[config.mk]
export PLATFORM = sky130hd
export DESIGN_NAME = pse_step_engine
export DESIGN_NICKNAME = d
export VERILOG_FILES = /design/src/core/pse_pkg.sv /design/src/core/pse_step_engine.sv
export SDC_FILE = /design/constraint.sdc
export NUM_CORES = 1
export LEC_CHECK = 0
export BUFFER_PORTS_ARGS = -buffer_cell sky130_fd_sc_hd__buf_2
export CORE_ASPECT_RATIO = 2
export CORE_MARGIN = 2
export CORE_UTILIZATION = 29
export DETAILED_ROUTE_END_ITERATION = 10
export PLACE_DENSITY = 0.53
export SLEW_MARGIN = 20
export SYNTH_ARGS = -nofsm -noshare
export SYNTH_HDL_FRONTEND = slang
export SYNTH_SLANG_ARGS = --single-unit
[constraint.sdc]
create_clock -name pclk -period 7.9 [get_ports pclk]
set_clock_uncertainty 0.05 [all_clocks]
set_input_delay 0.395 -clock pclk [delete_from_list [all_inputs] [get_ports pclk]]
set_output_delay 0.395 -clock pclk [all_outputs]
set_load 0.05 [all_outputs]
[src/core/pse_pkg.sv]
//////////////////////////////////////////////////////////////////////////////////////////
// Purpose: Constants and types of the pedometer step engine
// Assumes: 100 MHz pclk, 32-bit APB
// Notes:   Times in ns, cycle counts derived from them
//////////////////////////////////////////////////////////////////////////////////////////
package pse_pkg;

    // Register byte offsets
    localparam int              ADDR_W     = 5;
    localparam logic [ADDR_W-1:0] OFF_CTRL   = 5'h00;
    localparam logic [ADDR_W-1:0] OFF_ROUTE  = 5'h04;
    localparam logic [ADDR_W-1:0] OFF_WINDOW = 5'h08;
    localparam logic [ADDR_W-1:0] OFF_FSR    = 5'h0C;
    localparam logic [ADDR_W-1:0] OFF_COUNT  = 5'h10;
    localparam logic [ADDR_W-1:0] OFF_SNAP   = 5'h14;
    localparam logic [ADDR_W-1:0] OFF_TIME   = 5'h18;

    // Control register fields
    localparam int CB_FUNC  = 0;
    localparam int CB_PEDO  = 1;
    localparam int CB_CLR   = 2;
    localparam int CB_LATCH = 3;
    localparam int CB_TMR   = 4;
    localparam int CB_FINE  = 5;
    localparam int CB_FIFO  = 6;
    localparam int CTRL_W   = 7;
    localparam logic [CTRL_W-1:0] CTRL_RST = 7'h00;

    // Routing register fields
    localparam int RB_STEP_A = 0;
    localparam int RB_WIN_B  = 1;
    localparam int RB_WRAP_B = 2;
    localparam int ROUTE_W   = 3;
    localparam logic [ROUTE_W-1:0] ROUTE_RST = 3'h0;

    // Event indices, also status bit positions
    localparam int EV_STEP = 0;
    localparam int EV_WIN  = 1;
    localparam int EV_WRAP = 2;
    localparam int EV_N    = 3;

    // Step engine figures
    localparam int            COUNT_W        = 16;
    localparam int            TS_W           = 24;
    localparam int            WIN_W          = 16;
    localparam logic [2:0]    DEBOUNCE_STEPS = 3'h7;
    localparam logic [7:0]    TS_RESET_KEY   = 8'hAA;
    localparam logic [TS_W-1:0] TS_MAX       = 24'hFFFFFF;

    // Times and derived cycle counts
    localparam int CLK_NS          = 10;
    localparam int PIN_PULSE_NS    = 60000;
    localparam int STATUS_HOLD_NS  = 38461538;
    localparam int TS_COARSE_NS    = 6400000;
    localparam int TS_FINE_NS      = 25000;
    localparam int WIN_UNIT_NS     = 1638400000;
    localparam int PIN_PULSE_CYC   = PIN_PULSE_NS / CLK_NS;
    localparam int STATUS_HOLD_CYC = STATUS_HOLD_NS / CLK_NS;
    localparam int TS_COARSE_CYC   = TS_COARSE_NS / CLK_NS;
    localparam int TS_FINE_CYC     = TS_FINE_NS / CLK_NS;
    localparam int WIN_UNIT_TICKS  = WIN_UNIT_NS / TS_COARSE_NS;
    localparam int GAP_TICKS_DEF   = 52;

    // Debounce states
    typedef enum logic [2:0] {
        DB_IDLE = 3'b001,
        DB_ARM  = 3'b010,
        DB_RUN  = 3'b100
    } pse_db_e;

endpackage : pse_pkg

[src/core/pse_step_engine.sv]
//////////////////////////////////////////////////////////////////////////////////////////
// Purpose: Pedometer step engine with APB registers
// Assumes: step_raw and proc_tick come from logic on pclk
// Notes:   Operation
// Operation
// - Count only with both enables set
// - Seven steps debounce after a pause
// - Step event onto pin A when routed
// - Window event if a step within period
// - Window event onto pin B when routed
// - Sixteen-bit step total readable
// - Total kept; clear bit zeroes it, overflow wraps it
// - Clear bit stays until software clears it
// - Wrap event onto pin B when routed
// - Unlatched events pulse on pins and flags
// - Latched routed events clear on status read
// - Latched but unrouted flags still pulse
// - Snapshot upper, middle time bytes per step
// - Time unit set by fine resolution bit
// - Step total offered to FIFO path
// - Twenty-four-bit timer with enable
//////////////////////////////////////////////////////////////////////////////////////////
//
// Added by the designer: the register offsets and the APB register port.
`timescale 1ns/1ps

module pse_step_engine #(
    parameter int PIN_PULSE_CYCLES   = pse_pkg::PIN_PULSE_CYC,
    parameter int STATUS_HOLD_CYCLES = pse_pkg::STATUS_HOLD_CYC,
    parameter int TS_COARSE_CYCLES   = pse_pkg::TS_COARSE_CYC,
    parameter int TS_FINE_CYCLES     = pse_pkg::TS_FINE_CYC,
    parameter int GAP_TICKS          = pse_pkg::GAP_TICKS_DEF
) (
    // Clock and reset
    input  wire logic                         pclk,
    input  wire logic                         presetn,
    // APB slave
    input  wire logic                         psel,
    input  wire logic                         penable,
    input  wire logic                         pwrite,
    input  wire logic [31:0]                  paddr,
    input  wire logic [31:0]                  pwdata,
    output logic      [31:0]                  prdata,
    output logic                              pready,
    output logic                              pslverr,
    // Step algorithm
    input  wire logic                         proc_tick,
    input  wire logic                         step_raw,
    // Interrupt pins
    output logic                              interrupt_pin_a,
    output logic                              interrupt_pin_b,
    // FIFO data set
    output logic                              fifo_step_valid,
    output logic      [pse_pkg::COUNT_W-1:0]  fifo_step_data,
    output logic      [pse_pkg::TS_W-1:0]     fifo_time_data
);
    import pse_pkg::*;

    localparam int HW = $clog2(STATUS_HOLD_CYCLES + 1);
    localparam int PW = $clog2(PIN_PULSE_CYCLES + 1);
    localparam int TW = $clog2(TS_COARSE_CYCLES + TS_FINE_CYCLES + 1);
    localparam int GW = $clog2(GAP_TICKS + 1);

    //////////////////////////////////////////////////////////////////////////////////////
    // Address decode
    function automatic logic reg_hit(input logic [31:0] a);
        logic [ADDR_W-1:0] o;
        o = a[ADDR_W-1:0];
        reg_hit = (a[31:ADDR_W] == '0) &&
                  (o == OFF_CTRL || o == OFF_ROUTE || o == OFF_WINDOW ||
                   o == OFF_FSR || o == OFF_COUNT || o == OFF_SNAP || o == OFF_TIME);
    endfunction : reg_hit

    logic [31:0]         prdata_ff;
    logic                pready_ff;
    logic                pslverr_ff;
    logic [CTRL_W-1:0]   ctrl_ff;
    logic [ROUTE_W-1:0]  route_ff;
    logic [7:0]          window_ff;
    logic [COUNT_W-1:0]  count_ff;
    logic [15:0]         snap_ff;
    logic [TS_W-1:0]     ts_ff;
    logic [TW-1:0]       pre_ff;
    logic [WIN_W-1:0]    win_ticks_ff;
    logic                win_hit_ff;
    pse_db_e             db_ff;
    logic [2:0]          run_ff;
    logic [GW-1:0]       gap_ff;
    logic [EV_N-1:0]     flag_ff;
    logic [EV_N-1:0]     pin_ff;
    logic                pin_a_ff;
    logic                pin_b_ff;
    logic                fifo_vld_ff;
    logic [COUNT_W-1:0]  fifo_cnt_ff;
    logic [TS_W-1:0]     fifo_ts_ff;

    logic                setup;
    logic                done;
    logic                wr_go;
    logic                fsr_rd;
    logic [ADDR_W-1:0]   addr;
    logic                active;
    logic                step_ok;
    logic                ts_tick;
    logic [TW-1:0]       pre_lim;
    logic                det_ev;
    logic [COUNT_W:0]    sum;
    logic                wrap_ev;
    logic [WIN_W-1:0]    win_lim;
    logic                win_end;
    logic [EV_N-1:0]     ev;
    logic [EV_N-1:0]     routed;

    assign addr   = paddr[ADDR_W-1:0];
    assign setup  = psel & ~penable & ~pready_ff;
    assign done   = psel & penable & pready_ff & ~pslverr_ff;
    assign wr_go  = done & pwrite;
    assign fsr_rd = done & ~pwrite & (addr == OFF_FSR);

    //////////////////////////////////////////////////////////////////////////////////////
    // APB handshake, one wait-free access phase
    always_ff @(posedge pclk or negedge presetn) begin
        if (!presetn) begin
            pready_ff  <= 1'b0;
            pslverr_ff <= 1'b0;
        end else begin
            pready_ff  <= setup;
            pslverr_ff <= setup & ~reg_hit(paddr);
        end
    end

    // Read data captured in the setup cycle
    always_ff @(posedge pclk or negedge presetn) begin
        if (!presetn) begin
            prdata_ff <= '0;
        end else if (setup && !pwrite && reg_hit(paddr)) begin
            case (addr)
                OFF_CTRL:   prdata_ff <= 32'(ctrl_ff);
                OFF_ROUTE:  prdata_ff <= 32'(route_ff);
                OFF_WINDOW: prdata_ff <= 32'(window_ff);
                OFF_FSR:    prdata_ff <= 32'(flag_ff);
                OFF_COUNT:  prdata_ff <= 32'(count_ff);
                OFF_SNAP:   prdata_ff <= 32'(snap_ff);
                OFF_TIME:   prdata_ff <= 32'(ts_ff);
                default:    prdata_ff <= '0;
            endcase
        end else if (setup) begin
            prdata_ff <= '0;
        end
    end

    //////////////////////////////////////////////////////////////////////////////////////
    // Configuration registers
    always_ff @(posedge pclk or negedge presetn) begin
        if (!presetn) begin
            ctrl_ff   <= CTRL_RST;
            route_ff  <= ROUTE_RST;
            window_ff <= '0;
        end else if (wr_go) begin
            case (addr)
                OFF_CTRL:   ctrl_ff   <= pwdata[CTRL_W-1:0];
                OFF_ROUTE:  route_ff  <= pwdata[ROUTE_W-1:0];
                OFF_WINDOW: window_ff <= pwdata[7:0];
                default:    ;
            endcase
        end
    end

    assign active  = ctrl_ff[CB_FUNC] & ctrl_ff[CB_PEDO];
    assign step_ok = step_raw & active;

    //////////////////////////////////////////////////////////////////////////////////////
    // Timestamp prescaler and counter
    assign pre_lim = ctrl_ff[CB_FINE] ? TW'(TS_FINE_CYCLES - 1) : TW'(TS_COARSE_CYCLES - 1);
    assign ts_tick = ctrl_ff[CB_TMR] & (pre_ff >= pre_lim);

    always_ff @(posedge pclk or negedge presetn) begin
        if (!presetn) begin
            pre_ff <= '0;
        end else if (!ctrl_ff[CB_TMR] || ts_tick) begin
            pre_ff <= '0;
        end else begin
            pre_ff <= pre_ff + TW'(1);
        end
    end

    always_ff @(posedge pclk or negedge presetn) begin
        if (!presetn) begin
            ts_ff <= '0;
        end else if (wr_go && addr == OFF_TIME && pwdata[23:16] == TS_RESET_KEY) begin
            ts_ff <= '0;
        end else if (ts_tick) begin
            if (ts_ff != TS_MAX) begin
                ts_ff <= ts_ff + TS_W'(1);
            end else if (!ctrl_ff[CB_FINE]) begin
                ts_ff <= '0;
            end
        end
    end

    // Step time snapshot
    always_ff @(posedge pclk or negedge presetn) begin
        if (!presetn) begin
            snap_ff <= '0;
        end else if (det_ev) begin
            snap_ff <= ts_ff[23:8];
        end
    end

    //////////////////////////////////////////////////////////////////////////////////////
    // Debounce after a pause in stepping
    always_ff @(posedge pclk or negedge presetn) begin
        if (!presetn) begin
            gap_ff <= '0;
        end else if (step_ok || db_ff == DB_IDLE) begin
            gap_ff <= '0;
        end else if (proc_tick && gap_ff != GW'(GAP_TICKS)) begin
            gap_ff <= gap_ff + GW'(1);
        end
    end

    always_ff @(posedge pclk or negedge presetn) begin
        if (!presetn) begin
            db_ff  <= DB_IDLE;
            run_ff <= '0;
        end else begin
            case (db_ff)
                DB_IDLE: begin
                    if (step_ok) begin
                        db_ff  <= DB_ARM;
                        run_ff <= 3'h1;
                    end
                end
                DB_ARM: begin
                    if (step_ok && run_ff + 3'h1 == DEBOUNCE_STEPS) begin
                        db_ff <= DB_RUN;
                    end else if (step_ok) begin
                        run_ff <= run_ff + 3'h1;
                    end else if (gap_ff == GW'(GAP_TICKS)) begin
                        db_ff <= DB_IDLE;
                    end
                end
                DB_RUN: begin
                    if (!step_ok && gap_ff == GW'(GAP_TICKS)) begin
                        db_ff <= DB_IDLE;
                    end
                end
                default: db_ff <= DB_IDLE;
            endcase
        end
    end

    assign det_ev = step_ok & ((db_ff == DB_RUN) |
                    ((db_ff == DB_ARM) & (run_ff + 3'h1 == DEBOUNCE_STEPS)));

    //////////////////////////////////////////////////////////////////////////////////////
    // Step total
    assign sum = {1'b0, count_ff} +
                 ((db_ff == DB_RUN) ? (COUNT_W+1)'(1) : (COUNT_W+1)'(DEBOUNCE_STEPS));
    assign wrap_ev = det_ev & sum[COUNT_W] & ~ctrl_ff[CB_CLR];

    always_ff @(posedge pclk or negedge presetn) begin
        if (!presetn) begin
            count_ff <= '0;
        end else if (ctrl_ff[CB_CLR]) begin
            count_ff <= '0;
        end else if (det_ev) begin
            count_ff <= sum[COUNT_W-1:0];
        end
    end

    //////////////////////////////////////////////////////////////////////////////////////
    // Step window
    assign win_lim = WIN_W'(window_ff) * WIN_W'(WIN_UNIT_TICKS);
    assign win_end = ts_tick & (window_ff != 8'h00) & (win_ticks_ff == win_lim - WIN_W'(1));

    always_ff @(posedge pclk or negedge presetn) begin
        if (!presetn) begin
            win_ticks_ff <= '0;
            win_hit_ff   <= 1'b0;
        end else if (window_ff == 8'h00 || !ctrl_ff[CB_TMR] || win_end) begin
            win_ticks_ff <= '0;
            win_hit_ff   <= 1'b0;
        end else begin
            if (ts_tick) begin
                win_ticks_ff <= win_ticks_ff + WIN_W'(1);
            end
            if (det_ev) begin
                win_hit_ff <= 1'b1;
            end
        end
    end

    //////////////////////////////////////////////////////////////////////////////////////
    // Event flags and pin requests
    assign ev[EV_STEP]     = det_ev;
    assign ev[EV_WIN]      = win_end & (win_hit_ff | det_ev);
    assign ev[EV_WRAP]     = wrap_ev;
    assign routed[EV_STEP] = route_ff[RB_STEP_A];
    assign routed[EV_WIN]  = route_ff[RB_WIN_B];
    assign routed[EV_WRAP] = route_ff[RB_WRAP_B];

    genvar gi;
    generate
        for (gi = 0; gi < EV_N; gi++) begin : g_ev
            logic          latch_m;
            logic [HW-1:0] hold_ff;
            logic [PW-1:0] pcnt_ff;

            assign latch_m = ctrl_ff[CB_LATCH] & routed[gi];

            always_ff @(posedge pclk or negedge presetn) begin
                if (!presetn) begin
                    flag_ff[gi] <= 1'b0;
                    hold_ff     <= '0;
                end else if (ev[gi]) begin
                    flag_ff[gi] <= 1'b1;
                    hold_ff     <= HW'(STATUS_HOLD_CYCLES - 1);
                end else if (latch_m) begin
                    if (fsr_rd) begin
                        flag_ff[gi] <= 1'b0;
                    end
                end else if (flag_ff[gi]) begin
                    if (hold_ff == '0) begin
                        flag_ff[gi] <= 1'b0;
                    end else begin
                        hold_ff <= hold_ff - HW'(1);
                    end
                end
            end

            always_ff @(posedge pclk or negedge presetn) begin
                if (!presetn) begin
                    pin_ff[gi] <= 1'b0;
                    pcnt_ff    <= '0;
                end else if (ev[gi] && routed[gi]) begin
                    pin_ff[gi] <= 1'b1;
                    pcnt_ff    <= PW'(PIN_PULSE_CYCLES - 1);
                end else if (latch_m) begin
                    if (fsr_rd) begin
                        pin_ff[gi] <= 1'b0;
                    end
                end else if (pin_ff[gi]) begin
                    if (pcnt_ff == '0 || !routed[gi]) begin
                        pin_ff[gi] <= 1'b0;
                    end else begin
                        pcnt_ff <= pcnt_ff - PW'(1);
                    end
                end
            end
        end
    endgenerate

    // Pin drivers
    always_ff @(posedge pclk or negedge presetn) begin
        if (!presetn) begin
            pin_a_ff <= 1'b0;
            pin_b_ff <= 1'b0;
        end else begin
            pin_a_ff <= pin_ff[EV_STEP];
            pin_b_ff <= pin_ff[EV_WIN] | pin_ff[EV_WRAP];
        end
    end

    //////////////////////////////////////////////////////////////////////////////////////
    // FIFO data set
    always_ff @(posedge pclk or negedge presetn) begin
        if (!presetn) begin
            fifo_vld_ff <= 1'b0;
            fifo_cnt_ff <= '0;
            fifo_ts_ff  <= '0;
        end else begin
            fifo_vld_ff <= det_ev & ctrl_ff[CB_FIFO];
            if (det_ev && ctrl_ff[CB_FIFO]) begin
                fifo_cnt_ff <= sum[COUNT_W-1:0];
                fifo_ts_ff  <= ts_ff;
            end
        end
    end

    assign prdata          = prdata_ff;
    assign pready          = pready_ff;
    assign pslverr         = pslverr_ff;
    assign interrupt_pin_a = pin_a_ff;
    assign interrupt_pin_b = pin_b_ff;
    assign fifo_step_valid = fifo_vld_ff;
    assign fifo_step_data  = fifo_cnt_ff;
    assign fifo_time_data  = fifo_ts_ff;

endmodule : pse_step_engine

======== Word level (Yosys, flattened, before mapping) ========
Cells that the tools add are included.
W data, S select, Z words.
word-level totals
  bits in registers ....................... 311
  input port bits ......................... 71
  output and inout bits ................... 77
  logic and storage cells ................. 261
cells by class
  add/sub/neg operators ................... 13
  $lt $le $gt $ge ......................... 1
  equality and inequality tests ........... 40
  multiplexer cells ....................... 77
  bitwise operators ....................... 32
  reduce and logical (&&, ||, !) cells .... 66
operator list
  cell                     number
  $mux W22                 12
  $pmux W24 S7             1
  $mux W13                 12
  $mux W24                 4
  $logic_not A22 Y1        3
  $sub A22 B1 Y22 const B  3
  $mux W16                 4
  $mux W32                 2
  $mux W20                 2
  $logic_not A13 Y1        3
  $sub A13 B1 Y13 const B  3
  $logic_not A27 Y1        1
  $mux W1                  27
  $mux W3                  9
  $ne A2 B2 Y1 const B     13
  $reduce_bool A2 Y1       13
  $add A24 B1 Y24 const B  1
  $ne A24 B24 Y1 const B   1
  $and A1 B1 Y1            23
  $add A20 B1 Y20 const B  1
  $ge A20 B20 Y1           1
  $reduce_and A3 Y1        6
  $add A16 B3 Y17          1
  $add A16 B1 Y16 const B  1
  30 further kinds         82

======== Longest topological paths before layout ========
Gate-level depths: netlist (run 1).
  depth after elaboration ................. 10
  mapped depth ............................ 11
  gate-level depth less buffers ........... 10

======== Worst setup path after synthesis (run 1) ========
Ideal clock, no wire load.
  kind .................................... register -> register
  start ................................... register db_ff[0]
  end ..................................... register g_ev[2].pcnt_ff[11]
  library setup time ...................... 0.123 ns
  data arrival time ....................... 3.112 ns
  required time ........................... 7.727 ns
  slack ................................... 4.615 ns
  stages on the path, launching flop included .. 12
  buffers on the path ..................... 2
  clock period less this slack ............ 3.285 ns
  cells stage by stage .................... dfstp_2 > clkbuf_1 > nand2b_1 > inv_1 > fa_1 > nor2b_1 > o2111ai_2 > nor4_1 > or4b_2 > clkbuf_1 > nor2_1 > nor2_1
between the ends
  cells in the longest elaborated chain, start to end .. 9
  elaborated cells between the ends (all ways) .. 15
  those cells by class .................... 1 x add/sub; 4 x eq/ne; 2 x mux; 5 x bitwise; 3 x reduce/logical
ends and longest elaborated chain
  element                                                                  line                    source
  start, declared                                                          pse_step_engine.sv:86   pse_db_e db_ff;
  start signal, assigned                                                   pse_step_engine.sv:224  db_ff <= DB_IDLE;
  start signal, assigned                                                   pse_step_engine.sv:230  db_ff <= DB_ARM;
  start signal, assigned                                                   pse_step_engine.sv:236  db_ff <= DB_RUN;
  parallel branches: the longest is 4 deep, another holds $add A16 B3 Y17  --
  $and A1 B1 Y1 (*) (2 in series)                                          pse_step_engine.sv:260  assign wrap_ev = det_ev & sum[COUNT_W] & ~ctrl_ff[CB_CLR];
  $logic_and A1 B1 Y1 (*)                                                  pse_step_engine.sv:336  end else if (ev[gi] && routed[gi]) begin
  $ne A2 B2 Y1 (no line), or another cell as far along                     --
  $reduce_and A3 Y1 (no line)                                              --
  end signal, assigned                                                     pse_step_engine.sv:338  pcnt_ff <= PW'(PIN_PULSE_CYCLES - 1);
  end signal, assigned                                                     pse_step_engine.sv:347  pcnt_ff <= pcnt_ff - PW'(1);
  end, declared                                                            pse_step_engine.sv:308  logic [PW-1:0] pcnt_ff;
Mark *: on every way between the ends.
A chain may end at the register's enable or synchronous reset.

======== Worst setup path in the final report (run 1) ========
  start ................................... register ctrl_ff[5]
  end ..................................... register ts_ff[3]
between the ends
  cells in the longest elaborated chain, start to end .. 5
  elaborated cells between the ends (all ways) .. 6
  those cells by class .................... 1 x order compare; 1 x eq/ne; 1 x mux; 1 x bitwise; 2 x reduce/logical
ends and longest elaborated chain
  element                          line                    source
  start, declared                  pse_step_engine.sv:77   logic [CTRL_W-1:0] ctrl_ff;
  start signal, assigned           pse_step_engine.sv:161  OFF_CTRL: ctrl_ff <= pwdata[CTRL_W-1:0];
  $mux W20                         pse_step_engine.sv:174  assign pre_lim = ctrl_ff[CB_FINE] ? TW'(TS_FINE_CYCLES - 1) : TW'(TS_COARSE_CYCLES - 1);
  $ge A20 B20 Y1                   pse_step_engine.sv:175  assign ts_tick = ctrl_ff[CB_TMR] & (pre_ff >= pre_lim);
  $and A1 B1 Y1                    pse_step_engine.sv:175
  $reduce_bool A2 Y1 (no line)     --
  $reduce_and A2 Y1 (no line) (*)  --
  end signal, assigned             pse_step_engine.sv:194  ts_ff <= ts_ff + TS_W'(1);
  end, declared                    pse_step_engine.sv:82   logic [TS_W-1:0] ts_ff;
Every way passes the cells marked *; elsewhere a longest branch is shown, timed or not.

==> out/summary.txt, run 1 <==
run status - finished, final reports clean
die area - 0.0555 mm²
R2R setup slack - 4.12 ns
most frequent cells in the layout - 302 x dfrtp_1, 240 x nand2_1, 168 x nor2_1, 122 x buf_2, 76 x xor2_1
pwr/cell area - 176 mW/mm²
crit path launch type - flop
largest net degree at the start of global routing - 120
Worst-path clk slew - 0.07 ns
mux share of post-synthesis cell area - 0.0225
Placement Cell Area - 0.0168 mm²
cts repair resizes - 0
vias in the first global route - 12,500
Finished Cell Area - 0.0179 mm²
Hold-fix buffers, CTS - 5
Async SR Flop Fraction - 1.00
Seq cells post-synth - 303
hold path start - pwdata[1]
Ports - 148
HPWL after DPL - 31.4 mm
fin crit period - 3.78 ns
Final Net Count - 1,834
Seq/Total Area, Yosys - 0.488
Synth Area in Compound Gates - 0.110
Core Region - 0.0533 mm²
initial antenna violation count - 4
DR vias - 12,400
final worst-path cycle share - 0.479
Routed Antenna Nets - 0
Final Hold Fails - 0
Clock Latency Late Sink - 0.60 ns
Layout Area Growth over Synthesis - 15.3%
Endpoint, Worst Hold - route_ff[1]
RSZ-0062 raised after global routing - false
post-CTS setup buffers - 0
Row Count - 120
post-synth cell types - 83
GPL Wtd Cong - 0.821
XOR/XNOR Fraction of Synth Area - 0.0852
Hold Crit Class - input pin to flop
largest family of logic cells by synthesized area - simple AND/OR/NAND/NOR gates
WS Path Type - flop to flop
CP Capture Type - flop
Worst IR Drop VDD - 123 µV
wire length per cell - 17.8 µm
Hold Path Stages - 2
Num CTS Buffers - 30
Max-slew headroom - 0.281
maximum clock insertion buffer count - 3
IO Port Bufs - 123
CP arrival - 4.22 ns
Synth Area in Simple Gates - 0.238
starting density of the core - 0.291
Mapped Area - 0.0155 mm²
warnings from Yosys - 0
CP Data Required Time - 8.34 ns
first-pass GRT wire length - 68.3 mm
Synth Flop Type - dfrtp_1
worst-path maximum fanout - 16
Via density - 5.11
Sink Count - 303
Avg Cell Area, Syn - 9.55 µm²
root buffer cell - clkbuf_16
layout cell share with drive strength beyond 1 - 0.138
FF-to-FF path depth - 9
CTS tree - built
CTS H-tree depth - 1
final wirelength - 43.3 mm
Setup TNS - 0 ns
# DRC - 0
grt total ovfl - 0
fin. max-slew vios - 0
adder-cell share of the synthesized area - 0.0230
R2R Path Start - ctrl_ff[5]
final setup fails - 0
Detailed Route Iter0 Violations - 611
post-synthesis cell count - 1,626
leading cell type in the layout, fill and taps excluded - dfrtp_1
Slew @ Worst Pin - 1.07 ns
DRT Pass-1 Iters - 6
Max-cap violations - 0
EDFF count, synth - 0
Die H - 331 µm
GRT Util Overall - 0.154
Die Width - 168 µm
reg2reg end - ts_ff[3]
leakage - 0.00728 µW
fmax - 264 MHz
==> worst max-delay path: stages (launching register included) <==
cell and delay (ns):
dfrtp_1 0.77, inv_1 0.22, ha_1 0.35, and2_1 0.15, a311oi_1 0.26, a211oi_1 0.08, buf_4 0.20, o21ai_1 0.85
o21ai_1 0.43, o211ai_1 0.29
==> state kept, by name, summed over array words and instances, names as in the netlist, 3 cells and up <==
signal,cells
fifo_time_data,24
fifo_step_data,16
flag_ff,3
pre_ff,20
count_ff,16
win_ticks_ff,16
ts_ff,24
route_ff,3
g_ev.hold_ff,66
prdata,24
window_ff,8
gap_ff,6
run_ff,3
db_ff,3
pin_ff,3
g_ev.pcnt_ff,39
ctrl_ff,7
snap_ff,16
==> worst max-delay path by stage <==
stage | start | endpoint | slack (ns)
global placement | db_ff[0] | g_ev[2].pcnt_ff[11] | 4.22
global route | ctrl_ff[5] | ts_ff[2] | 3.93
detailed placement | ctrl_ff[5] | ts_ff[3] | 4.13
CTS | ctrl_ff[5] | ts_ff[3] | 4.11
finish | ctrl_ff[5] | ts_ff[3] | 4.12
floorplan | db_ff[0] | g_ev[2].pcnt_ff[11] | 4.62
==> routing by layer <==
metal	part of all wire	vias up	wire length, µm	track usage
met4	0.047	4	2020	0.0749
li1	-	5932	-	-
met2	0.52	307	22500	0.283
met5	0.00055	-	24	0
met3	0.038	98	1660	0.0173
met1	0.40	6088	17100	0.175
==> where the power goes <==
group | switching, µW | internal (µW)
Sequential | 8.22 | 1560
Combinational | 71.9 | 26.0
Clock | 648 | 847
==> area by class of cell <==
type                       count  area, µm²
antenna                        1       2.50
clock buffer                  40        838
clock inverter                15        179
fill                        5405      35400
inverter                      44        165
multi-input combinational   1211       7480
sequential                   303       7580
tap                          671        840
timing repair buffer         145        816
==> stage by stage <==
| stage | utilization | hold WS [ns] | power (µW) | worst slack, ns | instances |
|---|---|---|---|---|---|
| 2_1_floorplan | - | 0.0494 | 1630 | 4.62 | 1633 |
| 3_3_place_gp | 0.316 | 0.409 | 1690 | 4.22 | 2369 |
| 3_5_place_dp | 0.316 | 0.412 | 1690 | 4.13 | 2369 |
| 4_1_cts | 0.336 | 0.0258 | 3220 | 4.11 | 2429 |
| 5_1_grt | 0.336 | 0.0436 | 3280 | 3.93 | 2430 |
| 6_report | 0.336 | 0.0501 | 3160 | 4.12 | 2430 |
==> Yosys cell counts (all sizes together) (10+ instances only) <==
cell	instances	area (µm²)
dfrtp	302	7560
nand2	242	911
nor2	168	631
o21ai	80	400
xor2	76	666
xnor2	75	657
nand3	67	340
clkbuf	59	221
inv	43	161
a21oi	42	210
nor3	42	210
nor4	29	224
ha	27	338
or3	27	169
nand4	26	169
or4	25	191
and3	23	144
mux2	23	259
buf	16	125
o211ai	15	118
nand3b	14	105
a222oi	12	120
a22o	12	105
o31ai	11	82.6
a31oi	10	62.6
nand2b	10	62.6
==> logic make-up (layout without fill, tap and decap cells) <==
group,count (synthesis),in the layout
xor gates and xnor gates,151,151
and+or+nand+nor,740,740
adders and majority gates,28,28
other,1,9
AOI/OAI and AO/OA,252,252
DFF,303,303
muxes,32,32
buffers and inverters,119,244
No activity file was read; power rests on OpenSTA's default activity.
==> run 2: changes to the inputs <==
- clock period: 7.9 -> 3.6 ns (I/O delays scaled with it)
==> out/summary.txt, run 2 (synthesis gave the netlist of run 1 again) <==
run status - finished, final reports clean
first-pass GRT wire length - 70.0 mm (+2.5%)
Setup TNS - 0 ns (unchanged)
largest registers - g_ev.hold_ff: 66 flops, g_ev.pcnt_ff: 39 flops
CP Depth - 9 (unchanged)
R2R Path Start - db_ff[0]
Hold Crit Class - input pin to flop
Worst IR Drop VDD - 286 µV (+130%)
Routed Antenna Nets - 0 (unchanged)
fin crit period - 3.31 ns (-0.474 ns)
WS Path Type - flop to flop
Sink Count - 303 (unchanged)
combinational power share - 0.033 (+0.002)
CTS tree - built
Detailed Route Iter0 Violations - 663 (+8.5%)
Finished Cell Area - 0.0182 mm² (+1.9%)
Layout Area Growth over Synthesis - 17.5%
cts repair resizes - 0 (unchanged)
switching pwr - 1690 µW (+130%)
sw frac - 0.239 (+0.00834)
Row Count - 120 (unchanged)
Pint - 5390 µW (+120%)
HPWL after DPL - 32.1 mm (+2.4%)
wire length per cell - 17.9 µm (+0.55%)
initial antenna violation count - 3 (-1)
part of the power in registers - 0.484 (-0.011)
# DRC - 0 (unchanged)
Die Width - 168 µm (unchanged)
final setup fails - 0 (unchanged)
Worst-path clk slew - 0.07 ns (about the same)
DRT Pass-1 Iters - 7 (+1)
CP Capture Type - flop
CTS H-tree depth - 1 (unchanged)
root buffer cell - clkbuf_16
Clock Latency Late Sink - 0.62 ns (+0.02 ns)
CP arrival - 3.76 ns (-0.46 ns)
reg2reg end - g_ev[2].pcnt_ff[4]
maximum clock insertion buffer count - 3 (unchanged)
largest net degree at the start of global routing - 91 (-24%)
fin. max-slew vios - 0 (unchanged)
Worst Setup SP - db_ff[0]
Die H - 331 µm (unchanged)
Final Hold Fails - 0 (unchanged)
Max-slew headroom - 0.403 (+0.122)
leakage - 0.00747 µW (+2.6%)
crit path launch type - flop
most frequent cells in the layout - 302 x dfrtp_1, 240 x nand2_1, 168 x nor2_1, 122 x buf_2, 76 x xor2_1
GPL Wtd Cong - 0.846 (+3.0%)
die area - 0.0555 mm² (unchanged)
final wirelength - 44.1 mm (+2.0%)
final worst-path cycle share - 0.919 (+0.440)
max FFs per register - 66 (unchanged)
IO Port Bufs - 123 (unchanged)
Crit path buffers/inverters - 1 (-1)
CP peak stage delay - 0.75 ns (-0.10 ns)
ordered cell list for the critical path - nand2b_1, inv_1, fa_1, nor2b_1, o2111ai_2, nor4_1, or4b_2, nor2_1, nor2_1
vias in the first global route - 12,800 (+1.7%)
Top reg by flops - g_ev.hold_ff
Final Net Count - 1,866 (+1.7%)
Core Region - 0.0533 mm² (unchanged)
DR vias - 12,600 (+1.3%)
Slew @ Worst Pin - 0.894 ns (-0.177 ns)
FF-to-FF path depth - 9 (unchanged)
fmax - 302 MHz (+14%)
leading cell type in the layout, fill and taps excluded - dfrtp_1
Max-cap violations - 0 (unchanged)
filler cell count - 5,379 (-0.48%)
CP delay by family, top - simple AND/OR/NAND/NOR gates
pwr/cell area - 388 mW/mm² (+120%)
starting density of the core - 0.291 (unchanged)
Clk network pwr share - 0.484 (+0.010)
Num CTS Buffers - 30 (unchanged)
Placement Cell Area - 0.0170 mm² (+1.2%)
Ports - 148 (unchanged)
R2R setup slack - 0.29 ns (-3.83 ns)
GRT Util Overall - 0.158 (+0.00387)
grt total ovfl - 0 (unchanged)
worst-path maximum fanout - 9 (-7)
Via density - 5.11 (about the same)
Critical Path Most Common Cell - nor2_1
slowest CP cell - or4b_2
CP Data Required Time - 4.05 ns (-4.29 ns)
layout cell share with drive strength beyond 1 - 0.150 (+0.0120)
crit path capture - g_ev[2].pcnt_ff[4]
RSZ-0062 raised after global routing - false
run 2: cell count changes in the layout (fill, tap and decap cells not counted), sizes merged:
cell         before  now
buf             140  163
bufinv            3    4
clkbuf           40   36
clkinv            8    9
clkinvlp          4    3
diode             1    2
dlygate4sd3       5   14
inv              44   48
run 2: worst min-delay path, delay by kind of cell:
kind          cells  cell delay (ns)
buf+inv           3             0.43
simple gates      2             0.14
run 2: power by group through the flow:
stage	sequential [µW]	clock (µW)	combinational, µW
2_1_floorplan	3490	0	85.8
3_3_place_gp	3490	0	222
3_5_place_dp	3490	0	226
4_1_cts	3430	3530	239
5_1_grt	3430	3650	259
6_report	3430	3430	231
run 2: how the worst min path moves through the flow:
stage	startpoint	slack [ns]	end	cells after the start
floorplan	presetn	-0.17	count_ff[0]	0
global placement	presetn	0.20	g_ev[1].hold_ff[15]	1
CTS	penable	0.09	pready	5
detailed placement	presetn	0.22	g_ev[1].hold_ff[16]	1
finish	penable	0.12	pready	5
global route	step_raw	0.13	db_ff[1]	4
run 2: stage by stage:
stage | util | setup WS [ns] | cells | hold slack [ns] | total power, µW
final | 0.342 | 0.291 | 2464 | 0.122 | 7080
after global routing | 0.342 | 0.0615 | 2464 | 0.130 | 7340
after CTS | 0.342 | 0.273 | 2462 | 0.0871 | 7200
after detailed placement | 0.320 | 0.275 | 2392 | 0.215 | 3720
after global placement | 0.320 | 0.292 | 2392 | 0.199 | 3710
after floorplan | - | 0.315 | 1633 | -0.166 | 3580
run 2: repair_timing:
action / in CTS / in global routing
hold endpoints to repair: 110 / 0
hold buffers: 14 / 0
setup buffers: 0 / 0
endpoints found under the setup margin: 0 / 0
run 2: layer usage:
metal	share of wire	wire, µm	track usage
met2	0.52	23000	0.291
met5	0.00027	12	0
met1	0.39	17300	0.180
met4	0.045	1990	0.0759
met3	0.043	1910	0.0177
run 2: layout make-up:
cell class | instances | area (µm²) | share of cell area
Multi-Input combinational cell | 1211 | 7480 | 0.410
Clock inverter | 20 | 256 | 0.0141
Tap cell | 671 | 840 | 0.0460
Sequential cell | 303 | 7580 | 0.416
Antenna cell | 2 | 5.00 | 0.000274
Clock buffer | 36 | 803 | 0.0440
Inverter | 44 | 165 | 0.00905
Timing Repair Buffer | 177 | 1120 | 0.0612
